--- config.mk ---
export PLATFORM = sky130hd
export DESIGN_NAME = pmbc_top
export DESIGN_NICKNAME = d
export VERILOG_FILES = /design/src/design/pmbc_pkg.sv /design/src/design/pmbc_top.sv
export SDC_FILE = /design/constraint.sdc
export NUM_CORES = 1
export LEC_CHECK = 0
export ABC_AREA = 1
export BUFFER_PORTS_ARGS = -buffer_cell sky130_fd_sc_hd__buf_2
export CAP_MARGIN = 20
export CELL_PAD_IN_SITES_DETAIL_PLACEMENT = 2
export CELL_PAD_IN_SITES_GLOBAL_PLACEMENT = 2
export CORE_ASPECT_RATIO = 0.6
export CORE_MARGIN = 1
export CORE_UTILIZATION = 34
export DETAILED_ROUTE_END_ITERATION = 16
export PLACE_DENSITY = 0.95
export SYNTH_ARGS = -nofsm -noshare
export SYNTH_HDL_FRONTEND = slang
export SYNTH_SLANG_ARGS = --single-unit
--- constraint.sdc ---
create_clock -name mclk -period 2.1 [get_ports mclk]
set_input_delay 0.315 -clock mclk [delete_from_list [all_inputs] [get_ports mclk]]
set_output_delay 0.315 -clock mclk [all_outputs]
set_load 0.01 [all_outputs]
--- src/design/pmbc_pkg.sv ---
// shared constants and carrier types of the bus-config and snapshot block
package pmbc_pkg;

    // register offsets on the serial register port
    localparam logic [7:0] OFF_BUS_SETTINGS = 8'h1c;
    localparam logic [7:0] OFF_RANGE_SEL    = 8'h1d;
    localparam logic [7:0] OFF_SNAP_GEN     = 8'h1e;
    localparam logic [7:0] OFF_SNAP_VOLT    = 8'h1f;

    // bus-settings field positions
    localparam int BIT_PIN2_LEVEL  = 7;
    localparam int BIT_PIN1_LEVEL  = 6;
    localparam int BIT_ANY_ALERT   = 5;
    localparam int BIT_POR         = 4;
    localparam int BIT_TIMEOUT_EN  = 3;
    localparam int BIT_BYTE_COUNT  = 2;
    localparam int BIT_NO_SKIP     = 1;
    localparam int BIT_FAST_FILTER = 0;

    // reset values
    localparam logic [7:0]  BUS_SETTINGS_RST = 8'h10;
    localparam logic [15:0] RANGE_SEL_RST    = 16'h0000;

    // range field layout: channel 1 at the top of each byte
    localparam int         NUM_CH        = 4;
    localparam int         SENSE_TOP     = 15;
    localparam int         BUS_TOP       = 7;
    localparam int         RANGE_W       = 2;
    localparam logic [1:0] RANGE_UNIPOLAR = 2'h0;

    // multi-function pin mode codes from the active control image
    localparam logic [1:0] PIN_MODE_INPUT  = 2'h1;
    localparam logic [1:0] PIN_MODE_OUTPUT = 2'h2;

    // number of alert sources feeding the summary flag
    localparam int ALERT_W = 8;

    // result settling time after a snapshot
    localparam int unsigned SNAP_TIME_US = 1000;
    localparam int unsigned CLK_KHZ      = 40000;
    localparam int unsigned SNAP_CYCLES  = SNAP_TIME_US * CLK_KHZ / 1000;
    localparam int          CNT_W        = 17;

    // one decoded transaction from the serial target front end
    typedef struct packed {
        logic        valid;        // one-cycle strobe
        logic        write;        // 1 write, 0 read
        logic        send_only;    // send byte, no data byte followed
        logic        general_call; // arrived on the general call address
        logic [7:0]  addr;         // register pointer
        logic [15:0] data;         // write data, low byte for 8-bit regs
    } pmbc_req_t;

    // read answer back to the front end
    typedef struct packed {
        logic        valid;        // one-cycle strobe
        logic [15:0] data;         // read data, zero above register width
    } pmbc_rsp_t;

    typedef enum logic [1:0] {
        RES_IDLE,
        RES_SETTLE,
        RES_VALID
    } pmbc_res_state_t;

endpackage

--- src/design/pmbc_top.sv ---
// bus-settings, range select and snapshot command registers
//
// Behaviour
// - bus settings readable, writable, effective immediately
// - bit 7 drives pin two open-drain
// - bit 6 drives pin one open-drain
// - alert summary follows enabled alerts, not count
// - power-on flag resets to one, host clears
// - bit 3 enables bus time-out detection
// - bit 2 adds byte count to block reads
// - bit 1 stops pointer skipping inactive channels
// - bit 0 selects narrow high-speed glitch filter
// - sense range fields per channel, bits 15-8
// - bus range fields per channel, bits 7-0
// - general-call snapshot is data-less, full snapshot
// - full snapshot copies results, clears accumulators
// - voltage-only snapshot copies, accumulators keep running
// - results valid within settle time, held after
// - bipolar range reports signed results
// - input-mode pin data bit reads pin level
`timescale 1ns/10ps

module pmbc_top #(
    parameter int unsigned SETTLE_CYCLES = pmbc_pkg::SNAP_CYCLES
) (
    input  wire logic                         mclk,          // 40 MHz clock
    input  wire logic                         arst_n,        // power-on reset
    input  pmbc_pkg::pmbc_req_t               req,           // register req
    output pmbc_pkg::pmbc_rsp_t               rsp,           // read answer
    input  wire logic [1:0]                   pin1_mode,     // pin one mode
    input  wire logic [1:0]                   pin2_mode,     // pin two mode
    input  wire logic                         multi_pin_one_in, // pin level
    input  wire logic                         multi_pin_two_in, // pin level
    output logic                              multi_pin_one_out, // always 0
    output logic                              multi_pin_one_oe,  // pull low
    output logic                              multi_pin_two_out, // always 0
    output logic                              multi_pin_two_oe,  // pull low
    input  wire logic [pmbc_pkg::ALERT_W-1:0] alert_active,  // enabled alerts
    output logic                              timeout_en,    // bus time-out
    output logic                              byte_count_en, // block count
    output logic                              no_skip,       // pointer mode
    output logic                              fast_bus_filter, // hs filter
    output logic [15:0]                       range_active,  // live ranges
    output logic [pmbc_pkg::NUM_CH-1:0]       sense_signed,  // signed sense
    output logic [pmbc_pkg::NUM_CH-1:0]       bus_signed,    // signed bus
    output logic                              snap_copy,     // copy pulse
    output logic                              accum_clear,   // clear pulse
    output logic                              results_valid  // results ready
);

    ////////////////////////////////////////////////////////////////////////
    // request decode

    logic wr_hit;
    logic rd_hit;
    logic snap_gen;
    logic snap_volt;

    // commands only count as plain send bytes; a data byte voids them
    assign wr_hit    = req.valid & req.write & ~req.send_only
                       & ~req.general_call;
    assign rd_hit    = req.valid & ~req.write & ~req.general_call;
    assign snap_gen  = req.valid & req.write & req.send_only
                       & (req.addr == pmbc_pkg::OFF_SNAP_GEN);
    assign snap_volt = req.valid & req.write & req.send_only
                       & ~req.general_call
                       & (req.addr == pmbc_pkg::OFF_SNAP_VOLT);

    ////////////////////////////////////////////////////////////////////////
    // configuration registers

    logic [7:0]  bus_set_q;
    logic [7:0]  bus_set_d;
    logic [15:0] range_sel_q;
    logic [15:0] range_sel_d;
    logic [15:0] range_act_q;
    logic [15:0] range_act_d;

    // settings apply on the write itself, no snapshot involved
    always_comb begin
        bus_set_d   = bus_set_q;
        range_sel_d = range_sel_q;
        range_act_d = range_act_q;
        // summary flag mirrors live sources; the count alarm is not one
        bus_set_d[pmbc_pkg::BIT_ANY_ALERT] = |alert_active;
        if (wr_hit && req.addr == pmbc_pkg::OFF_BUS_SETTINGS) begin
            bus_set_d[pmbc_pkg::BIT_PIN2_LEVEL] =
                req.data[pmbc_pkg::BIT_PIN2_LEVEL];
            bus_set_d[pmbc_pkg::BIT_PIN1_LEVEL] =
                req.data[pmbc_pkg::BIT_PIN1_LEVEL];
            bus_set_d[pmbc_pkg::BIT_TIMEOUT_EN] =
                req.data[pmbc_pkg::BIT_TIMEOUT_EN];
            bus_set_d[pmbc_pkg::BIT_BYTE_COUNT] =
                req.data[pmbc_pkg::BIT_BYTE_COUNT];
            bus_set_d[pmbc_pkg::BIT_NO_SKIP] =
                req.data[pmbc_pkg::BIT_NO_SKIP];
            bus_set_d[pmbc_pkg::BIT_FAST_FILTER] =
                req.data[pmbc_pkg::BIT_FAST_FILTER];
            // writing one cannot set it again; only reset does
            bus_set_d[pmbc_pkg::BIT_POR] = bus_set_q[pmbc_pkg::BIT_POR]
                & req.data[pmbc_pkg::BIT_POR];
        end
        if (wr_hit && req.addr == pmbc_pkg::OFF_RANGE_SEL) begin
            range_sel_d = req.data;
        end
        // pending ranges go live only with the full snapshot
        if (snap_gen) begin
            range_act_d = range_sel_q;
        end
    end

    // configuration storage
    always_ff @(posedge mclk or negedge arst_n) begin
        if (!arst_n) begin
            bus_set_q   <= pmbc_pkg::BUS_SETTINGS_RST;
            range_sel_q <= pmbc_pkg::RANGE_SEL_RST;
            range_act_q <= pmbc_pkg::RANGE_SEL_RST;
        end else begin
            bus_set_q   <= bus_set_d;
            range_sel_q <= range_sel_d;
            range_act_q <= range_act_d;
        end
    end

    ////////////////////////////////////////////////////////////////////////
    // per-channel sign flags from the live ranges

    logic [pmbc_pkg::NUM_CH-1:0] sense_sg_d;
    logic [pmbc_pkg::NUM_CH-1:0] bus_sg_d;

    // any non-unipolar code turns the result to two's complement
    for (genvar ch = 0; ch < pmbc_pkg::NUM_CH; ch++) begin : g_sign
        assign sense_sg_d[ch] = range_act_d[pmbc_pkg::SENSE_TOP
            - pmbc_pkg::RANGE_W * ch -: pmbc_pkg::RANGE_W]
            != pmbc_pkg::RANGE_UNIPOLAR;
        assign bus_sg_d[ch] = range_act_d[pmbc_pkg::BUS_TOP
            - pmbc_pkg::RANGE_W * ch -: pmbc_pkg::RANGE_W]
            != pmbc_pkg::RANGE_UNIPOLAR;
    end

    ////////////////////////////////////////////////////////////////////////
    // pin drive and read answer

    logic      pin1_oe_d;
    logic      pin2_oe_d;
    logic [7:0] bus_rd;
    pmbc_pkg::pmbc_rsp_t rsp_d;

    // open drain: a zero level pulls low, a one lets the resistor pull up
    always_comb begin
        pin1_oe_d = (pin1_mode == pmbc_pkg::PIN_MODE_OUTPUT)
                    & ~bus_set_d[pmbc_pkg::BIT_PIN1_LEVEL];
        pin2_oe_d = (pin2_mode == pmbc_pkg::PIN_MODE_OUTPUT)
                    & ~bus_set_d[pmbc_pkg::BIT_PIN2_LEVEL];
        bus_rd = bus_set_q;
        if (pin1_mode == pmbc_pkg::PIN_MODE_INPUT) begin
            bus_rd[pmbc_pkg::BIT_PIN1_LEVEL] = multi_pin_one_in;
        end
        if (pin2_mode == pmbc_pkg::PIN_MODE_INPUT) begin
            bus_rd[pmbc_pkg::BIT_PIN2_LEVEL] = multi_pin_two_in;
        end
        rsp_d.valid = rd_hit;
        rsp_d.data  = 16'h0000;
        // command offsets and unmapped pointers read as zero
        if (rd_hit) begin
            case (req.addr)
                pmbc_pkg::OFF_BUS_SETTINGS: rsp_d.data = {8'h00, bus_rd};
                pmbc_pkg::OFF_RANGE_SEL:    rsp_d.data = range_sel_q;
                default:                    rsp_d.data = 16'h0000;
            endcase
        end
    end

    ////////////////////////////////////////////////////////////////////////
    // snapshot sequencing

    pmbc_pkg::pmbc_res_state_t st_q;
    pmbc_pkg::pmbc_res_state_t st_d;
    logic [pmbc_pkg::CNT_W-1:0] cnt_q;
    logic [pmbc_pkg::CNT_W-1:0] cnt_d;
    logic                       copy_d;
    logic                       clr_d;
    logic                       valid_d;

    // a new snapshot restarts the settle window even mid-count
    always_comb begin
        st_d   = st_q;
        cnt_d  = cnt_q;
        copy_d = snap_gen | snap_volt;
        clr_d  = snap_gen;
        case (st_q)
            pmbc_pkg::RES_IDLE: begin
                cnt_d = '0;
            end
            pmbc_pkg::RES_SETTLE: begin
                if (cnt_q == pmbc_pkg::CNT_W'(SETTLE_CYCLES - 1)) begin
                    st_d = pmbc_pkg::RES_VALID;
                end else begin
                    cnt_d = cnt_q + pmbc_pkg::CNT_W'(1);
                end
            end
            pmbc_pkg::RES_VALID: begin
                cnt_d = '0;
            end
            default: begin
                st_d  = pmbc_pkg::RES_IDLE;
                cnt_d = '0;
            end
        endcase
        if (copy_d) begin
            st_d  = pmbc_pkg::RES_SETTLE;
            cnt_d = '0;
        end
        // registered so the ready flag is a clean flop output
        valid_d = (st_d == pmbc_pkg::RES_VALID);
    end

    // sequencer and output registers
    always_ff @(posedge mclk or negedge arst_n) begin
        if (!arst_n) begin
            st_q              <= pmbc_pkg::RES_IDLE;
            cnt_q             <= '0;
            snap_copy         <= 1'b0;
            accum_clear       <= 1'b0;
            rsp               <= '0;
            multi_pin_one_oe  <= 1'b0;
            multi_pin_two_oe  <= 1'b0;
            multi_pin_one_out <= 1'b0;
            multi_pin_two_out <= 1'b0;
            sense_signed      <= '0;
            bus_signed        <= '0;
            results_valid     <= 1'b0;
        end else begin
            st_q              <= st_d;
            cnt_q             <= cnt_d;
            snap_copy         <= copy_d;
            accum_clear       <= clr_d;
            rsp               <= rsp_d;
            multi_pin_one_oe  <= pin1_oe_d;
            multi_pin_two_oe  <= pin2_oe_d;
            multi_pin_one_out <= 1'b0;
            multi_pin_two_out <= 1'b0;
            sense_signed      <= sense_sg_d;
            bus_signed        <= bus_sg_d;
            results_valid     <= valid_d;
        end
    end

    ////////////////////////////////////////////////////////////////////////
    // outputs taken straight from registers

    assign timeout_en      = bus_set_q[pmbc_pkg::BIT_TIMEOUT_EN];
    assign byte_count_en   = bus_set_q[pmbc_pkg::BIT_BYTE_COUNT];
    assign no_skip         = bus_set_q[pmbc_pkg::BIT_NO_SKIP];
    assign fast_bus_filter = bus_set_q[pmbc_pkg::BIT_FAST_FILTER];
    assign range_active    = range_act_q;

endmodule

Word level (Yosys, flattened, before mapping)

Cells that the tools add are included.
Widths: inputs -> output; s select.

Output and inout port bits: 52
Flip-flop bits (word level): 89

Add/subtract/negate cells: 1
Reduce and logical (&&, ||, !) cells: 13
Mux-type cells: 12
Bitwise gates (word level): 18
Equality and inequality tests: 13

Operators with widths:

| kind                  | number |
|---|---|
| $mux 17               | 3 |
| $eq 8x5->1 const B    | 4 |
| $mux 16               | 2 |
| $pmux 16 s2           | 1 |
| $add 17x1->17 const B | 1 |
| $eq 17x16->1 const B  | 1 |
| $reduce_bool 2->1     | 8 |
| $and 1x1->1           | 12 |
| $eq 2x2->1 const B    | 4 |
| $reduce_or 8->1       | 1 |
| $eq 2x1->1 const B    | 3 |
| $mux 2                | 3 |
| $not 1->1             | 5 |
| $pmux 2 s2            | 1 |
| $ne 3x3->1 const B    | 1 |
| $logic_and 1x1->1     | 2 |
| $logic_not 2->1       | 1 |
| $mux 1                | 2 |
| $reduce_or 2->1       | 1 |
| $or 1x1->1            | 1 |

Longest topological paths before layout

Depth after elaboration: 7
Gate-level depth with buffers: 9

Least setup slack after synthesis

No wires, ideal clock.

Path kind: register -> register
From: register cnt_q[0] in the netlist's numbering
To: register cnt_q[4] in the netlist's numbering
Slack: 794 ps
Stages on the path, launching flop included: 7
Library setup time: 121 ps
Buffers on the path: 0
Data arrival time: 1,185 ps
Cell sequence: dfrtp_1 > ha_1 > nand3_1 > inv_1 > or2_2 > nand2_1 > nor2_1

Cells in the longest elaborated chain, start to end: 4

Ends and longest elaborated chain:

| what                   | line            | source |
|---|---|---|
| start, declared        | pmbc_top.sv:179 | `logic [pmbc_pkg::CNT_W-1:0] cnt_q;` |
| start signal, assigned | pmbc_top.sv:235 | `cnt_q <= cnt_d;` |
| $add 17x1->17          | pmbc_top.sv:199 | `cnt_d = cnt_q + pmbc_pkg::CNT_W'(1);` |
| $mux 17                | pmbc_top.sv:196 | `if (cnt_q == pmbc_pkg::CNT_W'(SETTLE_CYCLES - 1)) begin` |
| $mux 17                | pmbc_top.sv:191 | `case (st_q)` |
| $mux 17                | pmbc_top.sv:210 | `if (copy_d) begin` |

Parallel ways exist; a longest one is shown, timed or not. The select of a mux whose other input is x is not followed.
A chain may end at the register's enable or synchronous reset.

Worst setup path in the final report

From: register cnt_q[0] in the netlist's numbering
To: register cnt_q[10] in the netlist's numbering

The elaborated chain is that of the path after synthesis.

==> flow_metrics.py <==
metrics = {
    "outcome": {
        "run_status": "finished clean",
    },
    "logic_synthesis": {
        "synth-simple-area-share_pct": 27.5,
        "ys_warn_count": 0,
        "ys_ff_latch": 89,
        "muxShareOfSynthArea_pct": 0,
        "synth_top_area_cell": "dfrtp_1",
        "syn-cell-area_mm2": 0.00391,
        "ys_types": 32,
        "synth_top_family_by_area": "simple AND/OR/NAND/NOR gates",
        "synth_cells": 441,
        "yosys.area_share.xor_xnor_pct": 0.895,
        "yosysSeqAreaShare_pct": 56.9,
        "synth_top_area_share_pct": 56.3,
        "syn_avg_cell_area_um2": 8.87,
        "synth_area_leaders": "dfrtp_1 56%, nand2_1 12%, inv_1 4.9%",
        "synthAdderAreaFrac_pct": 0.320,
        "synth_compound_area_share_pct": 7.16,
    },
    "power_and_ir_drop": {
        "power_uw": 4200,
        "p_sw_share_pct": 26.4,
        "p_leak_uw": 0.00267,
        "cellPowerDensity_mw_per_mm2": 861,
        "pwr-share-comb_pct": 12.5,
        "p_int_uw": 3090,
        "switching_power_uw": 1110,
        "clkPwrFrac_pct": 42.1,
        "vdd_ir_drop_max_mv": 0.429,
        "p_seq_share_pct": 45.4,
    },
    "clock_network": {
        "clk_path_buf_depth": 2,
        "cts.sinks": 89,
        "postCtsSetupBuffers": 0,
        "clkTransAtPathRegs_ns": 0.06,
        "ctsResizeCount": 0,
        "cts_tree": "yes",
        "cts_made_buffers": 9,
        "clkLatencyLatePin_ns": 0.34,
        "cts-root-buf": "clkbuf_16",
        "htree_levels": 3,
    },
    "timing": {
        "setup_ws_ns": 0.355,
        "finalSetupViolCount": 0,
        "slew_violations": 0,
        "period_share_pct": 83.1,
        "hold_viol_final": 0,
        "slew_headroom_pct": 52.6,
        "finalClockSkew_ns": 0.00535,
        "grt_setup_unrepaired": "false",
        "fin_tns_setup_ns": 0,
        "tightest_slew_ns": 0.710,
        "period_needed_ns": 1.74,
        "fmax_mhz": 573,
    },
    "floorplan": {
        "fp-row-count": 29,
        "die_area_mm2": 0.0120,
        "start_util_pct": 36.0,
        "io_pins": 96,
        "die_h_um": 85.1,
        "die_x_um": 141,
        "fp.coreArea_mm2": 0.0109,
    },
    "grt": {
        "grt_pass1_wl_um": 22500,
        "grt_usage_pct": 25.2,
        "grt-ovfl-total": 0,
        "grt_pass1_vias": 4153,
        "grt_max_degree": 62,
        "antenna_found_initial": 0,
    },
    "job": {
        "maxCapViolCount": 0,
    },
    "worst_setup_path": {
        "critPathRequiredTime_ns": 2.36,
        "cp.arrival_ns": 2.00,
        "cp_max_fo": 4,
        "cp-start-kind": "register",
        "cp-end-kind": "register",
        "crit_type": "reg -> reg",
    },
    "detailed_routing": {
        "num_vias": 3482,
        "drc": 0,
        "wl_per_cell_um": 20.0,
        "finalWirelength_um": 13700,
        "via_per_inst": 5.07,
        "dr.pass1.iters": 4,
        "ant_nets": 0,
        "drt-initial-drc-count": 171,
    },
    "cells_and_area": {
        "nFillCells": 1230,
        "nNetsFinal": 588,
        "final_layout_size_suffix_gt1_share_pct": 27.4,
        "post-route-util_pct": 44.8,
        "syn_to_final_growth_pct": 24.7,
        "diodes": 0,
        "fin_cells": 687,
    },
    "placement": {
        "io_buffers": 93,
        "place_ws_ns": 0.350,
        "gp_congestion": 0.807,
        "place_hpwl_um": 9970,
        "post-place-cells": 670,
    },
    "min_path": {
        "hp-class": "in -> reg",
    },
}
-- metal layers --
layer | global-route usage, % | part of all wire, %
met5 | 0 | 0
met4 | 6.23 | 1.1
met3 | 5.98 | 4.1
met2 | 45.3 | 50
met1 | 30.6 | 45
-- cells in the mapped netlist (all sizes together) --
cell    instances
inv            53
nand3          29
xor2            3
dfstp           1
or2             2
nand4          12
buf             9
a21boi          2
nor2           48
nor4            3
conb            1
a21oi          19
clkbuf          1
o21ai          22
nand2         123
ha              1
dfrtp          88
nand3b          1
nor3           22
xnor2           1
-- critical path: stages, from the launching register on --
cell	delay [ns]
dfrtp_1	0.40
ha_1	0.22
nand3_1	0.19
nor2_1	0.36
nand2_1	0.20
xor2_1	0.19
nor2_1	0.12
-- cell type report --
cell class                 instances  area [um^2]  area share, %
clock buffer                      11          253           5.18
multi-input combinational        290         1410           28.9
clock inverter                     5         77.6           1.59
inverter                          53          199           4.08
sequential                        89         2230           45.7
timing repair buffer             100          536           11.0
tap                              139          174           3.56
-- logic make-up (layout without fill, tap and decap cells) --
kind of cell	after synthesis	after routing
and+or+nand+nor	240	240
AOI/OAI and AO/OA	43	43
DFF	89	89
adders and majority gates	1	1
other	1	2
xor gates and xnor gates	4	4
buffers and inverters	63	169
-- worst paths after layout --
check | slack [ns] | cells past startpoint | endpoint | from
max | 0.36 | 6 | cnt_q[10] | cnt_q[0]
min | 0.18 | 3 | bus_set_q[5] | alert_active[6]
max reg2reg | 0.36 | 6 | cnt_q[10] | cnt_q[0]
min reg2reg | 0.50 | 1 | bus_set_q[4] | bus_set_q[4]
max in group asynchronous | 0.91 | 3 | bus_set_q[4] | arst_n
min in group asynchronous | 0.46 | 2 | cnt_q[1] | arst_n
-- power by group through the flow --
stage | registers, uW | logic (uW) | clock network [uW]
after floorplan | 1900 | 303 | 0
after global placement | 1920 | 452 | 0
after detailed placement | 1930 | 501 | 0
after CTS | 1910 | 531 | 1810
after global routing | 1920 | 589 | 1880
final | 1910 | 525 | 1770
-- layout by cell type (no fill, tap or decap), types with 11 or more instances in the layout --
cell	synthesis	final
nor3_1	20	20
nor2_1	39	39
buf_2	2	92
dfrtp_1	88	88
nand4_1	12	12
a21oi_1	11	11
o21ai_0	13	13
inv_1	51	51
nand2_1	123	123
nand3_1	26	26
-- metrics by stage --
step	hold slack, ns	area [um^2]
finish	0.179	4880
global route	0.188	4880
CTS	0.171	4880
detailed placement	0.286	4540
global placement	0.279	4540
floorplan	0.0194	3920
-- sequential cells by signal, summed over array words and instances (netlist names) --
signal	cells
accum_clear	1
range_active	16
cnt_q	17
snap_copy	1
bus_set_q	8
results_valid	1
rsp	17
multi_pin_two_oe	1
bus_signed	4
multi_pin_one_oe	1
st_q	2
sense_signed	4
range_sel_q	16
-- what timing repair did --
item,in CTS,in global routing
hold buffers,1,0
endpoints found under the setup margin,0,0
hold endpoints to repair,28,0
No activity file was read; power rests on OpenSTA's default activity.
